<file path="src/include/lsr_pkg.sv">
// Shared constants, types and helpers for the LIN read-back ends.
// Assumes both ends run on one 10 MHz clock and exchange whole bytes.
package lsr_pkg;

    // Identifiers and command codes.
    localparam logic [5:0] ID_READ   = 6'h3d;
    localparam logic [5:0] ID_PREP8  = 6'h3c;
    localparam logic [6:0] CMD_FULL  = 7'h01;
    localparam logic [6:0] CMD_OTP   = 7'h02;
    localparam logic [7:0] APP_CMD   = 8'h80;
    localparam logic [7:0] FILL_BYTE = 8'hff;
    localparam logic       MARK_BIT  = 1'b1;
    localparam logic       ONE_BIT   = 1'b1;

    // Data byte counts, checksum excluded.
    localparam logic [3:0] LEN_PREP7 = 4'h2;
    localparam logic [3:0] LEN_PREP8 = 4'h8;
    localparam logic [3:0] LEN_READ  = 4'h8;
    localparam logic [3:0] LEN_QUICK = 4'h2;

    // Response wait of the master, in ns, and its cycle count.
    localparam int         CLK_NS      = 100;
    localparam int         RESP_WAIT_NS = 2000;
    localparam logic [7:0] RESP_WAIT_CYC = 8'(RESP_WAIT_NS / CLK_NS);

    // Register map of the master end.
    localparam logic [7:0] REG_CTRL   = 8'h00;
    localparam logic [7:0] REG_STATUS = 8'h04;
    localparam logic [7:0] REG_RD0    = 8'h08;
    localparam logic [7:0] REG_RD1    = 8'h0c;
    localparam int CTRL_KIND_LSB = 0;
    localparam int CTRL_ID_LSB   = 8;
    localparam int CTRL_CODE_LSB = 16;
    localparam int CTRL_ADDR_LSB = 24;

    typedef logic [5:0] lsr_flags_t;
    typedef logic [7:0][7:0] lsr_bytes_t;
    typedef enum logic [1:0] {KIND_PREP7, KIND_PREP8, KIND_READ, KIND_QUICK} lsr_kind_e;

    // Protected identifier: two parity bits above the 6-bit identifier.
    function automatic logic [7:0] pidOf(input logic [5:0] id);
        logic p0;
        logic p1;
        p0 = id[0] ^ id[1] ^ id[2] ^ id[4];
        p1 = ~(id[1] ^ id[3] ^ id[4] ^ id[5]);
        return {p1, p0, id};
    endfunction : pidOf

    // Checksum step: add with the carry folded back in.
    function automatic logic [7:0] addCarry(input logic [7:0] a, input logic [7:0] b);
        logic [8:0] t;
        t = {1'b0, a} + {1'b0, b};
        return t[7:0] + {7'h00, t[8]};
    endfunction : addCarry

endpackage : lsr_pkg

</file>
<file path="src/include/lsr_link_if.sv">
// Byte-level LIN link between the master end and the device end.
// Assumes one shared clock; a valid is high for one cycle per byte or header.
`timescale 1ns/10ps
`default_nettype none
interface lsr_link_if;
    logic [7:0] pid;
    logic       pidValid;
    logic [7:0] mData;
    logic       mValid;
    logic [7:0] sData;
    logic       sValid;
    modport dev (input pid, pidValid, mData, mValid, output sData, sValid);
    modport mst (output pid, pidValid, mData, mValid, input sData, sValid);
endinterface : lsr_link_if
`default_nettype wire

</file>
<file path="src/verilog/lsr_dev_end.sv">
// Device end: full-status frame 2, OTP segment read and quick status.
// Assumes the master sends one byte per cycle at most and one frame at once.
//
// Functional notes
// Positions in bytes 2-5, high byte first.
// Secure position split over bytes 6-7.
// Stall flags packed into byte 8.
// OTP read returns the prepared segment.
// OTP answer uses indirect identifier 0x3D.
// Master prepares with type 7 first.
// Master may prepare with type 8 instead.
// Command and address bytes carry bit 7.
// Type 8 carries application byte and filler.
// OTP bytes 0 to 7 ascending.
// Quick status: two bytes, direct identifier.
// Quick status is reduced circuit summary.
// Byte 1: end switch and address.
// Byte 2: fault flags and temperature.
// Quick status clears flags, causes persist.
// Quick status identifier is dynamically allocated.
// Master gives each node its own identifier.
// Identifier parity bits in top two bits.
// Foreign address leaves the node silent.
// Inverted carry checksum closes every frame.
//
// Chosen here: the APB interface to the registers and the address map.
`timescale 1ns/10ps
`default_nettype none
module lsr_dev_end (
    input  wire logic                clk,
    input  wire logic                rst_n,
    lsr_link_if.dev                  link,
    input  wire logic [6:0]          nodeAddress,
    input  wire logic [5:0]          prepareId,
    input  wire logic [5:0]          quickStatusId,
    input  wire logic [15:0]         actualPosition,
    input  wire logic [15:0]         targetPosition,
    input  wire logic [10:0]         securePosition,
    input  wire logic [2:0]          fullstepStallEnable,
    input  wire logic                fullDutyFlag,
    input  wire logic                fullDutyStallEnable,
    input  wire logic                absoluteStallFlag,
    input  wire logic                deltaStallLowFlag,
    input  wire logic                deltaStallHighFlag,
    input  wire logic [2:0]          stallMinSampleCount,
    input  wire logic                pwmJitterEnable,
    input  wire logic                endSwitchState,
    input  wire lsr_pkg::lsr_flags_t flagCause,
    input  wire logic [1:0]          tempInfo,
    input  wire logic                otpWrEn,
    input  wire logic [2:0]          otpWrAddr,
    input  wire logic [7:0]          otpWrData,
    output logic                     statusFlags0,
    output lsr_pkg::lsr_flags_t      statusFlags
);
    import lsr_pkg::*;

    ////////////////////////////////////////////////////////////////////////
    typedef enum logic [1:0] {D_IDLE, D_RX, D_TX} lsr_dst_e;
    typedef enum logic [1:0] {P_NONE, P_FULL, P_OTP} lsr_pend_e;

    typedef struct packed {
        lsr_dst_e   st;
        lsr_pend_e  pend;
        logic       rx8;
        logic       txQuick;
        logic [3:0] cnt;
        logic [3:0] len;
        logic [7:0] sum;
        lsr_bytes_t buffer;
        lsr_bytes_t otp;
        lsr_flags_t flags;
        logic [7:0] txData;
        logic       txValid;
    } lsr_dev_s;

    lsr_dev_s   s;
    lsr_dev_s   next_s;
    logic       clrFlags;
    logic [7:0] cmdByte;
    logic [7:0] adrByte;
    logic       appOk;

    ////////////////////////////////////////////////////////////////////////
    // Field positions of a received preparing frame depend on its form.
    assign cmdByte = s.rx8 ? s.buffer[1] : s.buffer[0];
    assign adrByte = s.rx8 ? s.buffer[2] : s.buffer[1];
    assign appOk   = !s.rx8 || (s.buffer[0] == APP_CMD);

    // Frame engine: header match, receive, then transmit the answer.
    always_comb begin
        next_s         = s;
        next_s.txValid = 1'b0;
        clrFlags       = 1'b0;
        if (otpWrEn) begin
            next_s.otp[otpWrAddr] = otpWrData;
        end
        case (s.st)
            D_IDLE: begin
                next_s.cnt = 4'h0;
                next_s.sum = 8'h00;
                if (link.pidValid) begin
                    // parity checked by full match.
                    // dynamic quick status identifier.
                    if (link.pid == pidOf(quickStatusId)) begin
                        // two-byte direct answer.
                        // end switch over address.
                        // reduced summary of circuit.
                        // flags above temperature info.
                        next_s.buffer[0] = {endSwitchState, nodeAddress};
                        next_s.buffer[1] = {s.flags, tempInfo};
                        next_s.len       = LEN_QUICK;
                        next_s.txQuick   = 1'b1;
                        next_s.st        = D_TX;
                    end else if (link.pid == pidOf(ID_READ)) begin
                        // indirect read identifier.
                        next_s.len     = LEN_READ;
                        next_s.txQuick = 1'b0;
                        next_s.pend    = P_NONE;
                        case (s.pend)
                            P_OTP: begin
                                // prepared segment returned.
                                // bytes 0 to 7 ascending.
                                next_s.buffer = s.otp;
                                next_s.st     = D_TX;
                            end
                            P_FULL: begin
                                // positions, high byte first.
                                // secure position split.
                                // stall byte layout.
                                next_s.buffer = {
                                    {absoluteStallFlag, deltaStallLowFlag,
                                     deltaStallHighFlag, stallMinSampleCount,
                                     fullDutyStallEnable, pwmJitterEnable},
                                    {fullstepStallEnable, ONE_BIT, fullDutyFlag,
                                     securePosition[10:8]},
                                    securePosition[7:0],
                                    targetPosition[7:0], targetPosition[15:8],
                                    actualPosition[7:0], actualPosition[15:8],
                                    {MARK_BIT, nodeAddress}};
                                next_s.st     = D_TX;
                            end
                            default: begin
                                // nothing prepared, stay silent.
                                next_s.st = D_IDLE;
                            end
                        endcase
                    end else if (!prepareId[5] && link.pid == pidOf(prepareId)) begin
                        // short preparing form.
                        next_s.rx8 = 1'b0;
                        next_s.len = LEN_PREP7;
                        next_s.st  = D_RX;
                    end else if (link.pid == pidOf(ID_PREP8)) begin
                        // long preparing form.
                        next_s.rx8 = 1'b1;
                        next_s.len = LEN_PREP8;
                        next_s.st  = D_RX;
                    end
                end
            end
            D_RX: begin
                if (link.pidValid) begin
                    next_s.st = D_IDLE;  // A new header aborts a short frame.
                end else if (link.mValid) begin
                    if (s.cnt != s.len) begin
                        next_s.buffer[s.cnt[2:0]] = link.mData;
                        next_s.sum = addCarry(s.sum, link.mData);
                        next_s.cnt = s.cnt + 4'h1;
                    end else begin
                        next_s.st = D_IDLE;
                        // bad checksum drops the frame.
                        if (link.mData == ~s.sum && appOk) begin
                            // marked command and address.
                            // only our address arms a read.
                            if (adrByte != {MARK_BIT, nodeAddress}) begin
                                next_s.pend = P_NONE;
                            end else if (cmdByte == {MARK_BIT, CMD_FULL}) begin
                                next_s.pend = P_FULL;
                            end else if (cmdByte == {MARK_BIT, CMD_OTP}) begin
                                next_s.pend = P_OTP;
                            end else begin
                                next_s.pend = P_NONE;
                            end
                        end
                    end
                end
            end
            D_TX: begin
                next_s.txValid = 1'b1;
                if (s.cnt != s.len) begin
                    next_s.txData = s.buffer[s.cnt[2:0]];
                    next_s.sum    = addCarry(s.sum, s.buffer[s.cnt[2:0]]);
                    next_s.cnt    = s.cnt + 4'h1;
                end else begin
                    // checksum byte closes the answer.
                    next_s.txData = ~s.sum;
                    next_s.st     = D_IDLE;
                    clrFlags      = s.txQuick;
                end
            end
            default: begin
                next_s.st = D_IDLE;
            end
        endcase
        // clear after report; a live cause wins over the clear.
        next_s.flags = (clrFlags ? '0 : s.flags) | flagCause;
    end

    ////////////////////////////////////////////////////////////////////////
    // State register; the whole OTP image resets to zero.
    always_ff @(posedge clk or negedge rst_n) begin
        if (!rst_n) begin
            s <= '0;
        end else begin
            s <= next_s;
        end
    end

    // Link and status outputs come straight from state.
    assign link.sData   = s.txData;
    assign link.sValid  = s.txValid;
    assign statusFlags  = s.flags;
    assign statusFlags0 = s.flags[0];

endmodule : lsr_dev_end
`default_nettype wire

</file>
<file path="src/flat_wrapper.sv">
// flat-port wrapper written by rule: the top's interface ports become plain ports
module lsr_dev_end_flat import lsr_pkg::*;
  (clk, rst_n, nodeAddress, prepareId, quickStatusId, actualPosition, targetPosition, securePosition, fullstepStallEnable, fullDutyFlag, fullDutyStallEnable, absoluteStallFlag, deltaStallLowFlag, deltaStallHighFlag, stallMinSampleCount, pwmJitterEnable, endSwitchState, flagCause, tempInfo, otpWrEn, otpWrAddr, otpWrData, statusFlags0, statusFlags, link_pid, link_pidValid, link_mData, link_mValid, link_sData, link_sValid);
  lsr_link_if link_i ();
  input  wire logic clk;
  input  wire logic rst_n;
  input  wire logic [6:0] nodeAddress;
  input  wire logic [5:0] prepareId;
  input  wire logic [5:0] quickStatusId;
  input  wire logic [15:0] actualPosition;
  input  wire logic [15:0] targetPosition;
  input  wire logic [10:0] securePosition;
  input  wire logic [2:0] fullstepStallEnable;
  input  wire logic fullDutyFlag;
  input  wire logic fullDutyStallEnable;
  input  wire logic absoluteStallFlag;
  input  wire logic deltaStallLowFlag;
  input  wire logic deltaStallHighFlag;
  input  wire logic [2:0] stallMinSampleCount;
  input  wire logic pwmJitterEnable;
  input  wire logic endSwitchState;
  input  wire lsr_pkg::lsr_flags_t flagCause;
  input  wire logic [1:0] tempInfo;
  input  wire logic otpWrEn;
  input  wire logic [2:0] otpWrAddr;
  input  wire logic [7:0] otpWrData;
  output logic statusFlags0;
  output lsr_pkg::lsr_flags_t statusFlags;
  input wire logic [$bits(link_i.pid)-1:0] link_pid;
  input wire logic [$bits(link_i.pidValid)-1:0] link_pidValid;
  input wire logic [$bits(link_i.mData)-1:0] link_mData;
  input wire logic [$bits(link_i.mValid)-1:0] link_mValid;
  output wire logic [$bits(link_i.sData)-1:0] link_sData;
  output wire logic [$bits(link_i.sValid)-1:0] link_sValid;
  assign link_i.pid = link_pid;
  assign link_i.pidValid = link_pidValid;
  assign link_i.mData = link_mData;
  assign link_i.mValid = link_mValid;
  assign link_sData = link_i.sData;
  assign link_sValid = link_i.sValid;
  lsr_dev_end u_core (.clk(clk), .rst_n(rst_n), .link(link_i), .nodeAddress(nodeAddress), .prepareId(prepareId), .quickStatusId(quickStatusId), .actualPosition(actualPosition), .targetPosition(targetPosition), .securePosition(securePosition), .fullstepStallEnable(fullstepStallEnable), .fullDutyFlag(fullDutyFlag), .fullDutyStallEnable(fullDutyStallEnable), .absoluteStallFlag(absoluteStallFlag), .deltaStallLowFlag(deltaStallLowFlag), .deltaStallHighFlag(deltaStallHighFlag), .stallMinSampleCount(stallMinSampleCount), .pwmJitterEnable(pwmJitterEnable), .endSwitchState(endSwitchState), .flagCause(flagCause), .tempInfo(tempInfo), .otpWrEn(otpWrEn), .otpWrAddr(otpWrAddr), .otpWrData(otpWrData), .statusFlags0(statusFlags0), .statusFlags(statusFlags));
endmodule
</file>
<file path="config.mk">
export PLATFORM = sky130hd
export DESIGN_NAME = lsr_dev_end_flat
export DESIGN_NICKNAME = d
export VERILOG_FILES = /design/src/include/lsr_pkg.sv /design/src/include/lsr_link_if.sv /design/src/verilog/lsr_dev_end.sv /design/src/flat_wrapper.sv
export SDC_FILE = /design/constraint.sdc
export NUM_CORES = 1
export LEC_CHECK = 0
export BUFFER_PORTS_ARGS = -buffer_cell sky130_fd_sc_hd__buf_2
export CORE_ASPECT_RATIO = 2
export CORE_UTILIZATION = 53
export CTS_CLUSTER_DIAMETER = 100
export DETAILED_ROUTE_END_ITERATION = 7
export MAX_ROUTING_LAYER = met4
export PLACE_DENSITY_LB_ADDON = 0.12
export SETUP_SLACK_MARGIN = 0.05
export SYNTH_ARGS = -nofsm -noshare
export SYNTH_HDL_FRONTEND = slang
export SYNTH_SLANG_ARGS = --single-unit
</file>
<file path="constraint.sdc">
create_clock -name clk -period 4.16 [get_ports clk]
set_input_delay 0.416 -clock clk [delete_from_list [all_inputs] [get_ports clk]]
set_output_delay 0.416 -clock clk [all_outputs]
set_load 0.05 [all_outputs]
</file>
==> flow_summary.ini <==
[outcome]
outcome = finished clean

[die]
ios = 131
core_area_um2 = 18920
dieHeight_um = 198.9
row_count = 71
die_area_um2 = 19970
initial_utilization_pct = 54.28
dieWidth_um = 100.4

[yosys]
synth-async-reset-ratio_pct = 100.0
synth_edf_count = 0
synthCells = 990
syn_area_um2 = 10270
synth_cell_type_count = 71
synthFlopType = dfrtp_1
ys_seq_area_share_pct = 39.71
netlist_top_cells_area = dfrtp_1 40%, mux2_2 15%, o22ai_1 6.9%
synth-seq-cells = 163
netlist.area_leader.share_pct = 39.71
synth_commonest_cells = 163 x dfrtp_1, 134 x mux2_2, 113 x o22ai_1
yosysMostFrequentCell = dfrtp_1
synth_area_per_cell_um2 = 10.37
yosysWarnings = 0
synth_top_cell_by_area = dfrtp_1
synth_nets = 1133

[clock_tree]
numCtsBuffers = 17
numClockSinks = 163
cts_tree = done
ctsLongestPathBuffers = 2
clk_pin_slew_worst_paths_ns = 0.08
htree_levels = 4
clock_latency_ns = 0.44
cts_root_buffer = clkbuf_16
cts_hold_buf = 0

[setup_path]
path_delay_family = compound AO/OA/AOI/OAI gates
critical_path_arrival_ns = 4.34
crit_path_start_kind = register
critPathSlowestCell = dfrtp_1
critical_path.cell_chain = nor2b_1, and2_1, a32o_1, a221oi_2, o221ai_2, ha_2, fa_2, a211oi_2, o21ai_1, o211a_1, o21ai_1, nand2b_1, ha_1, ha_1, and4_1, a311oi_1, nand2b_1, a22oi_1, o21ai_0
cp_slowest_stage_delay_ns = 0.42
path_class = reg -> reg
critical_path_buf_inv_count = 0
crit_required_ns = 4.53
end_kind = register
cp_max_fo = 4

[power]
p_leak_uw = 0.005126
vdd.ir_drop.worst_mv = 0.3807
fin_total_pwr_uw = 7251
power_density_nw_per_um2 = 608.4

[sta]
clock.fmax_mhz = 252.1
tightest_slew_ns = 1.197
rsz0062_at_grt = yes
finalCritPeriodShare_pct = 95.33
worst_slew_margin_rel_pct = 20.02
finalSetupViolations = 0
hold_viol = 0
final.min_clock_period_ns = 3.966
slew_violations = 0
skew_ns = 0.01101
finalHoldWorstSlack_ns = 0.06226

[route]
wl_per_cell_um = 23.29
first_pass_iters = 5
wirelength_mm = 32.16
ant_nets = 0
vias_per_cell = 6.376
drt_iter0_markers = 722
drc = 0
dr_total_vias = 8805

[worst_hold_path]
hp-class = in -> async

[global_routing]
grt_pass1_vias = 8694
grt_pass1_wl_mm = 48.84
gr-total-overflow = 0
antenna_found_initial = 0
grt_max_degree = 104
track_usage_pct = 34.19

[placement]
place.gp.congestion = 0.9713
dp_cells = 1346
portBuffers = 130
hpwlAfterDp_mm = 23.93

[cells_and_area]
syn_to_final_growth_pct = 16.04
finalNonFillerCells = 1381
layout-drive-gt1-share_pct = 34.46
diodes = 0
num-nets-final = 1256

[flow_run]
drv_cap = 0
placed cells by master (no fill, tap or decap), types with 4 or more instances in the layout:
master,netlist,layout
mux4_2,5,5
a211oi_1,5,4
o21bai_1,4,4
o22ai_1,113,113
a21o_1,10,10
and2_1,6,5
nor2b_1,4,4
nor3b_1,5,5
dfrtp_1,163,163
nand2b_1,15,15
a22oi_1,11,11
a21oi_1,76,76
nand4b_1,5,5
a22o_1,4,4
nor3_1,16,16
inv_6,0,5
o22ai_2,10,10
nand4_1,8,8
inv_1,20,20
buf_2,8,129
xnor2_1,24,24
clkbuf_16,0,17
ha_1,26,23
o21a_1,4,4
o211ai_1,4,4
nand2_1,39,39
o31ai_1,10,10
mux2_2,134,134
nand3_1,18,17
nor2_1,38,38
a21oi_2,10,10
o21ai_0,26,24
a221oi_1,9,8
inv_8,0,4
nor4_1,6,6
buf_4,14,46
mux2i_1,21,21
and3_1,4,4
xor2_1,19,19
metal layers:
metal | vias up | GRT usage, % | wire length, um
met5 | - | - | 0
met4 | 0 | 19.54 | 1903
met3 | 118 | 5.095 | 1342
met2 | 342 | 59.28 | 16990
met1 | 4339 | 36.77 | 11930
li1 | 4006 | - | -
sequential cells by signal (all words and copies together), names as in the netlist:
register            cells
u_core.s              148
u_core.link.sValid      1
u_core.link.sData       8
u_core.statusFlags      6
worst reg2reg max path, stage by stage (launching register included):
cell	delay, ns
dfrtp_1	0.42
nor2b_1	0.18
and2_1	0.18
a32o_1	0.21
a221oi_2	0.19
o221ai_2	0.15
ha_2	0.23
fa_2	0.39
a211oi_2	0.27
o21ai_1	0.10
o211a_1	0.15
o21ai_1	0.13
nand2b_1	0.07
ha_1	0.23
ha_1	0.21
and4_1	0.19
a311oi_1	0.25
nand2b_1	0.13
a22oi_1	0.05
o21ai_0	0.17
report_power, final:
group	leakage [uW]	total, uW	internal, uW	switching, uW
logic	0.00277	3170	1470	1690
clock network	0.000296	1660	916	748
registers	0.00206	2420	1980	438
total	0.00513	7250	4370	2880
final timing paths:
check                                          startpoint  slack [ns]                              end  cells after the start
worst max-delay path            u_core.s[156]$_DFFE_PN0P_        0.19        u_core.s[149]$_DFFE_PN0P_                     19
max in group asynchronous                           rst_n        3.13         u_core.s[59]$_DFFE_PN0P_                      2
worst min register to register  u_core.s[159]$_DFFE_PN0P_        0.49        u_core.s[159]$_DFFE_PN0P_                      2
worst max register to register  u_core.s[156]$_DFFE_PN0P_        0.19        u_core.s[149]$_DFFE_PN0P_                     19
min in group clk                             flagCause[3]        0.15  u_core.statusFlags[3]$_DFF_PN0_                      2
worst min-delay path                                rst_n        0.06  u_core.statusFlags[1]$_DFF_PN0_                      1
per-stage QoR:
step / utilization, % / cell area [um^2] / setup TNS [ns] / setup WS [ns]
after floorplan: - / 10290 / 0 / 0.05075
after global placement: 59.53 / 11260 / 0 / 0.07743
after detailed placement: 59.53 / 11260 / -0.02223 / -0.02223
after CTS: 62.79 / 11880 / 0 / 0.1192
after global routing: 62.99 / 11920 / 0 / 0.01854
final: 62.99 / 11920 / 0 / 0.1941
timing repair:
| action | in CTS | in global routing |
|---|---|---|
| endpoints found under the setup margin | 1 | 3 |
| pin swaps | 1 | 3 |
| cloned | 0 | 0 |
| gates resized for setup | 1 | 4 |
| setup buffers | 0 | 3 |
layout make-up:
class	count	area, um^2
Inverter	21	78.83
Multi-Input combinational cell	730	5754
Fill cell	1631	7003
Timing Repair Buffer	180	1074
Sequential cell	163	4079
Tap cell	255	319.1
Clock inverter	15	188.9
Clock buffer	17	425.4
logic make-up after synthesis:
group | after synthesis | synth area share [%]
DFF | 163 | 39.71
muxes | 160 | 17.83
xor gates and xnor gates | 48 | 4.787
adders and majority gates | 28 | 3.557
and+or+nand+nor | 175 | 8.686
AOI/OAI and AO/OA | 319 | 20.83
buffers and inverters | 97 | 4.592
Note: power is estimated with default switching activity, not from simulation.
